===== src/logic/touch_seq_pkg.sv =====
// Constants, types and state layout for the touch controller reset sequencer.
// Assumes a single 250 MHz clock and supply-good levels synchronous to it.
// Notes on behaviour
// - Internal power-on reset initialises the sequencer without any external reset.
// - Reset low for at least 90 ns resets device; host holds it that long, except one 22-cycle (88 ns) glitch pulse in the bench.
// - After power-up, ready for communication after a configurable 135 to 450 ms.
// - After reset release, ready for communication after a configurable 135 to 450 ms.
// - Any absent supply stalls initialisation and blocks host communication.
// - Every reset sets a reset flag in command processor message data.
// - After reset, message-pending lines are asserted low for each configured interface.
package touch_seq_pkg;

    localparam int unsigned CLK_MHZ          = 250;
    localparam int unsigned RST_MIN_NS       = 90;
    localparam int unsigned RST_MIN_CYC      = (RST_MIN_NS * CLK_MHZ + 999) / 1000;
    localparam int unsigned READY_MIN_MS     = 135;
    localparam int unsigned READY_MAX_MS     = 450;
    localparam int unsigned READY_MIN_CYC    = READY_MIN_MS * CLK_MHZ * 1000;
    localparam int unsigned READY_MAX_CYC    = READY_MAX_MS * CLK_MHZ * 1000;
    localparam int unsigned PIN_INPUT_MS     = 100;
    localparam int unsigned PIN_INPUT_CYC    = PIN_INPUT_MS * CLK_MHZ * 1000;
    localparam int unsigned CNT_W            = 27;
    localparam int unsigned RSTCNT_W         = 5;

    typedef enum logic [2:0] {
        ST_POR     = 3'b000,
        ST_STALL   = 3'b001,
        ST_HOLD    = 3'b010,
        ST_BOOT    = 3'b011,
        ST_READY   = 3'b100
    } seq_state_t;

    typedef struct packed {
        logic core_good;
        logic analog_good;
        logic io_good;
    } supply_t;

    typedef struct packed {
        logic pend_a_n;
        logic pend_a_oe_n;
        logic pend_b_n;
        logic pend_b_oe_n;
    } pend_pins_t;

    typedef struct packed {
        seq_state_t            state;
        logic [CNT_W-1:0]      boot_cnt;
        logic [RSTCNT_W-1:0]   low_cnt;
        logic                  reset_flag;
        logic                  ready;
        pend_pins_t            pins;
    } seq_regs_t;

endpackage


===== src/logic/touch_reset_seq.sv =====
// Reset and power-up sequencer of a capacitive touch controller.
// Assumes the host drives the active-low reset pin and supply-good levels come from comparators.
`timescale 1ns/1ps
module touch_reset_seq #(
    parameter int unsigned READY_CYC = touch_seq_pkg::READY_MIN_CYC,
    parameter int unsigned FLOAT_CYC = touch_seq_pkg::PIN_INPUT_CYC
) (
    input  wire logic                   ref_clk_i,
    input  wire logic                   rst_b_i,
    input  wire logic                   clk_en_i,
    input  wire logic                   ext_reset_n_i,
    input  wire touch_seq_pkg::supply_t supplies_i,
    input  wire logic                   use_serial_b_i,
    input  wire logic                   flag_clear_i,
    output logic                        ready_o,
    output logic                        reset_flag_o,
    output touch_seq_pkg::pend_pins_t   pend_pins_o
);
    import touch_seq_pkg::*;

    seq_regs_t r_q;
    seq_regs_t r_d;
    logic      all_good;
    logic      ext_reset_seen;

    // Every supply must be present before the core may start or stay up.
    function automatic logic supplies_ok(input supply_t s);
        return s.core_good & s.analog_good & s.io_good;
    endfunction

    assign all_good = supplies_ok(supplies_i);
    // A reset only counts once the pin has been low for the minimum width.
    assign ext_reset_seen = (r_q.low_cnt >= RSTCNT_W'(RST_MIN_CYC));

    always_comb begin
        r_d = r_q;
        if (!ext_reset_n_i) begin
            if (!ext_reset_seen) begin
                r_d.low_cnt = r_q.low_cnt + RSTCNT_W'(1);
            end
        end else begin
            r_d.low_cnt = '0;
        end
        case (r_q.state)
            ST_POR: begin
                r_d.state = ST_STALL;
            end
            ST_STALL: begin
                r_d.boot_cnt = '0;
                if (all_good && ext_reset_n_i) begin
                    r_d.state = ST_BOOT;
                end
            end
            ST_HOLD: begin
                r_d.boot_cnt = '0;
                if (ext_reset_n_i) begin
                    r_d.state = all_good ? ST_BOOT : ST_STALL;
                end
            end
            ST_BOOT: begin
                if (!all_good) begin
                    r_d.state = ST_STALL;
                end else if (r_q.boot_cnt >= CNT_W'(READY_CYC - 1)) begin
                    r_d.state = ST_READY;
                end else begin
                    r_d.boot_cnt = r_q.boot_cnt + CNT_W'(1);
                end
            end
            ST_READY: begin
                if (!all_good) begin
                    r_d.state = ST_STALL;
                end
            end
            default: begin
                r_d.state = ST_POR;
            end
        endcase
        if (ext_reset_seen) begin
            r_d.state = ST_HOLD;
        end
        r_d.ready = (r_d.state == ST_READY);
        // Set wins over clear so a fresh reset is never missed.
        if ((r_d.state != ST_READY && r_q.state == ST_READY) || r_d.state == ST_HOLD) begin
            r_d.reset_flag = 1'b1;
        end else if (flag_clear_i) begin
            r_d.reset_flag = 1'b0;
        end
        // Pins float as inputs until ready, then pull low with a message pending; pin B only when use_serial_b_i is set.
        r_d.pins.pend_a_n    = 1'b0;
        r_d.pins.pend_a_oe_n = ~r_d.ready;
        r_d.pins.pend_b_n    = 1'b0;
        r_d.pins.pend_b_oe_n = ~(r_d.ready & use_serial_b_i);
    end

    always_ff @(posedge ref_clk_i or negedge rst_b_i) begin
        if (!rst_b_i) begin
            r_q.state      <= ST_POR;
            r_q.boot_cnt   <= '0;
            r_q.low_cnt    <= '0;
            r_q.reset_flag <= 1'b1;
            r_q.ready      <= 1'b0;
            r_q.pins       <= 4'h5;
        end else if (clk_en_i) begin
            r_q <= r_d;
        end
    end

    assign ready_o      = r_q.ready;
    assign reset_flag_o = r_q.reset_flag;
    assign pend_pins_o  = r_q.pins;
endmodule


===== config.mk =====
export PLATFORM = sky130hd
export DESIGN_NAME = touch_reset_seq
export DESIGN_NICKNAME = d
export VERILOG_FILES = /design/src/logic/touch_seq_pkg.sv /design/src/logic/touch_reset_seq.sv
export SDC_FILE = /design/constraint.sdc
export NUM_CORES = 1
export LEC_CHECK = 0
export BUFFER_PORTS_ARGS = -buffer_cell sky130_fd_sc_hd__buf_2
export CAP_MARGIN = 20
export CORE_MARGIN = 2
export CORE_UTILIZATION = 35
export CTS_CLUSTER_DIAMETER = 40
export DETAILED_ROUTE_END_ITERATION = 8
export GPL_ROUTABILITY_DRIVEN = 0
export GPL_TIMING_DRIVEN = 0
export PLACE_DENSITY_LB_ADDON = 0.08
export SLEW_MARGIN = 20
export SYNTH_ARGS = -nofsm -noshare
export SYNTH_HDL_FRONTEND = slang
export SYNTH_SLANG_ARGS = --single-unit

===== constraint.sdc =====
create_clock -name ref_clk_i -period 3.4 [get_ports ref_clk_i]
set_clock_uncertainty 0.15 [all_clocks]
set_input_delay 0.68 -clock ref_clk_i [delete_from_list [all_inputs] [get_ports ref_clk_i]]
set_output_delay 0.68 -clock ref_clk_i [all_outputs]
set_load 0.01 [all_outputs]

==> flow_summary.json <==
{
  "status": "completed",
  "rows": 28,
  "route.detailed.vias_per_inst": 5.41,
  "cts_setup_buffers": 0,
  "grt_pass1_wl_um": 8870,
  "hp-class": "flop to flop",
  "fin_ws_ns": 0.480,
  "layout_common_cells": "36 x dfrtp_1, 22 x nor2_1, 19 x nand2_1",
  "finalCriticalPeriod_ns": 2.92,
  "cts.path.max_buffers": 2,
  "yosysWarnings": 0,
  "fillCellCount": 633,
  "grt_max_degree": 40,
  "max_cap_violations": 0,
  "yosysTopAreaCell": "dfrtp_1",
  "ctsResizeCount": 0,
  "drv_slew": 0,
  "ctsHoldBuffers": 0,
  "placed_cell_area_um2": 2330,
  "initial_core_util_pct": 36.4,
  "crit_path_start_kind": "flop",
  "synth_area_leaders": "dfrtp_1 41%, o21ai_0 4.1%, nor2_1 3.8%",
  "syn_area_um2": 2170,
  "drc": 0,
  "core_area_um2": 5960,
  "startpoint": "r_q[29]",
  "cp.arrival_ns": 2.98,
  "drtIter0Drc": 60,
  "dp.cells": 332,
  "multi_input_area_um2": 1110,
  "cts.root.buffer_cell": "clkbuf_8",
  "numPortBuffers": 12,
  "yosys.area.top_type_share_pct": 41.5,
  "critPathKind": "flop to flop",
  "syn_inst": 244,
  "grt-ovfl-total": 0,
  "leakagePower_nw": 0.982,
  "final_cell_area_um2": 2450,
  "regArea_um2": 980,
  "drive_above_1_share_pct": 12.5,
  "post-place-ws_ns": 0.459,
  "syn_to_final_growth_pct": 12.7,
  "clock_latency_ns": 0.29,
  "diodes": 0,
  "clk_pin_slew_worst_paths_ns": 0.08,
  "relSlewSlack_pct": 40.4,
  "worstHoldStart": "reset_flag_o",
  "layout.cells.most_common": "dfrtp_1",
  "r2r_start": "r_q[29]",
  "h-tree-depth": 2,
  "antenna_left": 0,
  "cp-end-kind": "flop",
  "fp.dieH_um": 82.8,
  "tns_ns": 0,
  "synth_top_flop_cell": "dfrtp_1",
  "crit_required_ns": 3.46,
  "grt_pass1_vias": 1904,
  "cts_tree": "done",
  "setup_viol": 0,
  "num_vias": 1838,
  "wl_um": 5070,
  "hold_viol": 0,
  "firstDrtPassIters": 4,
  "synth-edff-count": 0,
  "irDropWorstVdd_v": 0.000181,
  "dpl.hpwl_um": 3570,
  "yosysSeqAreaShare_pct": 45.1,
  "nets": 275,
  "die-area_um2": 6850,
  "tightest_slew_ns": 0.895,
  "rsz0062_at_grt": "no",
  "cts-buffers-inserted": 5,
  "grt_antenna_before_repair": 0,
  "grt_util_all_layers_pct": 17.1,
  "avgRoutedWirePerCell_um": 14.9,
  "ys_types": 45,
  "synthArstFlopShare_pct": 100,
  "crit_fanout": 10,
  "fin_crit_sh_pct": 85.9,
  "fin_cells": 340,
  "io-pin-count": 15,
  "fin_util_pct": 41.1,
  "die_x_um": 82.8,
  "clkSinkCount": 39,
  "fmax_mhz": 342,
  "syn_avg_cell_area_um2": 8.90,
  "p_per_area_nw_per_um2": 387,
  "synth-seq-cells": 39
}
[path summary, 6_finish.rpt]
check,endpoint,slack [ns],depth (start not counted)
worst max-delay path,reset_flag_o,0.48,7
worst min register to register,reset_flag_o,0.33,2
worst max register to register,reset_flag_o,0.48,7
worst min-delay path,reset_flag_o,0.33,2
min in group asynchronous,r_q[33],0.36,1
max in group asynchronous,r_q[16],2.18,1
[routing by layer]
| metal | up-vias | wire length, um | track usage (%) |
|---|---|---|---|
| met5 | - | 0 | 0 |
| met4 | 0 | 57 | 6.23 |
| met3 | 4 | 102 | 3.59 |
| met2 | 17 | 2240 | 27.0 |
| met1 | 881 | 2660 | 23.1 |
| li1 | 936 | - | - |
[through the flow]
step           total power [mW]  hold slack (ns)
2_1_floorplan             0.522            0.234
3_3_place_gp              0.551            0.319
3_5_place_dp              0.551            0.323
4_1_cts                   0.963            0.336
5_1_grt                   0.992            0.367
6_report                  0.946            0.333
[cell usage after synthesis, types with 2 or more instances]
master / instances
a21o_1: 2
a21oi_1: 14
a22oi_1: 2
a31oi_1: 3
a41oi_1: 2
and2_1: 4
and3_1: 2
and4_1: 3
buf_4: 4
clkbuf_1: 8
dfrtp_1: 36
dfstp_2: 3
ha_1: 2
inv_1: 5
nand2_1: 19
nand2b_1: 4
nand3_1: 16
nand4_1: 11
nor2_1: 22
nor3_1: 6
nor4_1: 7
o21a_1: 2
o21ai_0: 18
o31ai_1: 4
or2_2: 2
or3_1: 9
or4_1: 4
xnor2_1: 9
xor2_1: 5
[cell families (layout without fill, tap and decap cells)]
group	count (synthesis)	after routing	share of synthesized area [%]
xor+xnor	14	14	5.65
mux	1	1	0.519
compound gates	56	56	16.0
fa+ha+maj	2	2	1.15
buf+inv	18	38	3.86
simple gates	113	113	27.6
other cells	1	2	0.173
flops	39	39	45.1
[sequential cells by signal, summed over array words and instances (netlist names)]
name,flops
pend_pins_o,2
r_q,35
ready_o,1
reset_flag_o,1
[worst max-delay path, cell delays in order, from the launching register on]
cell and delay (ns):
dfrtp_1 0.44, or4_1 0.57, o32a_1 0.42, a31o_1 0.22
buf_2 0.18, o311ai_0 0.51, a22oi_1 0.14, o31ai_1 0.22
[power by group]
group	leakage, nW	switching (mW)	internal, mW
Clock	0.0612	0.168	0.238
Combinational	0.392	0.0455	0.0194
Sequential	0.529	0.00600	0.469
Total	0.982	0.220	0.726
[area by class of cell]
| class | count | area share [%] |
|---|---|---|
| clock buffer | 6 | 3.38 |
| sequential | 39 | 40.1 |
| timing repair buffer | 12 | 2.46 |
| tap | 75 | 3.84 |
| buffer | 13 | 2.66 |
| inverter | 5 | 0.767 |
| clock inverter | 2 | 1.43 |
| multi-input combinational | 188 | 45.4 |
No activity file was read; power rests on OpenSTA's default activity.
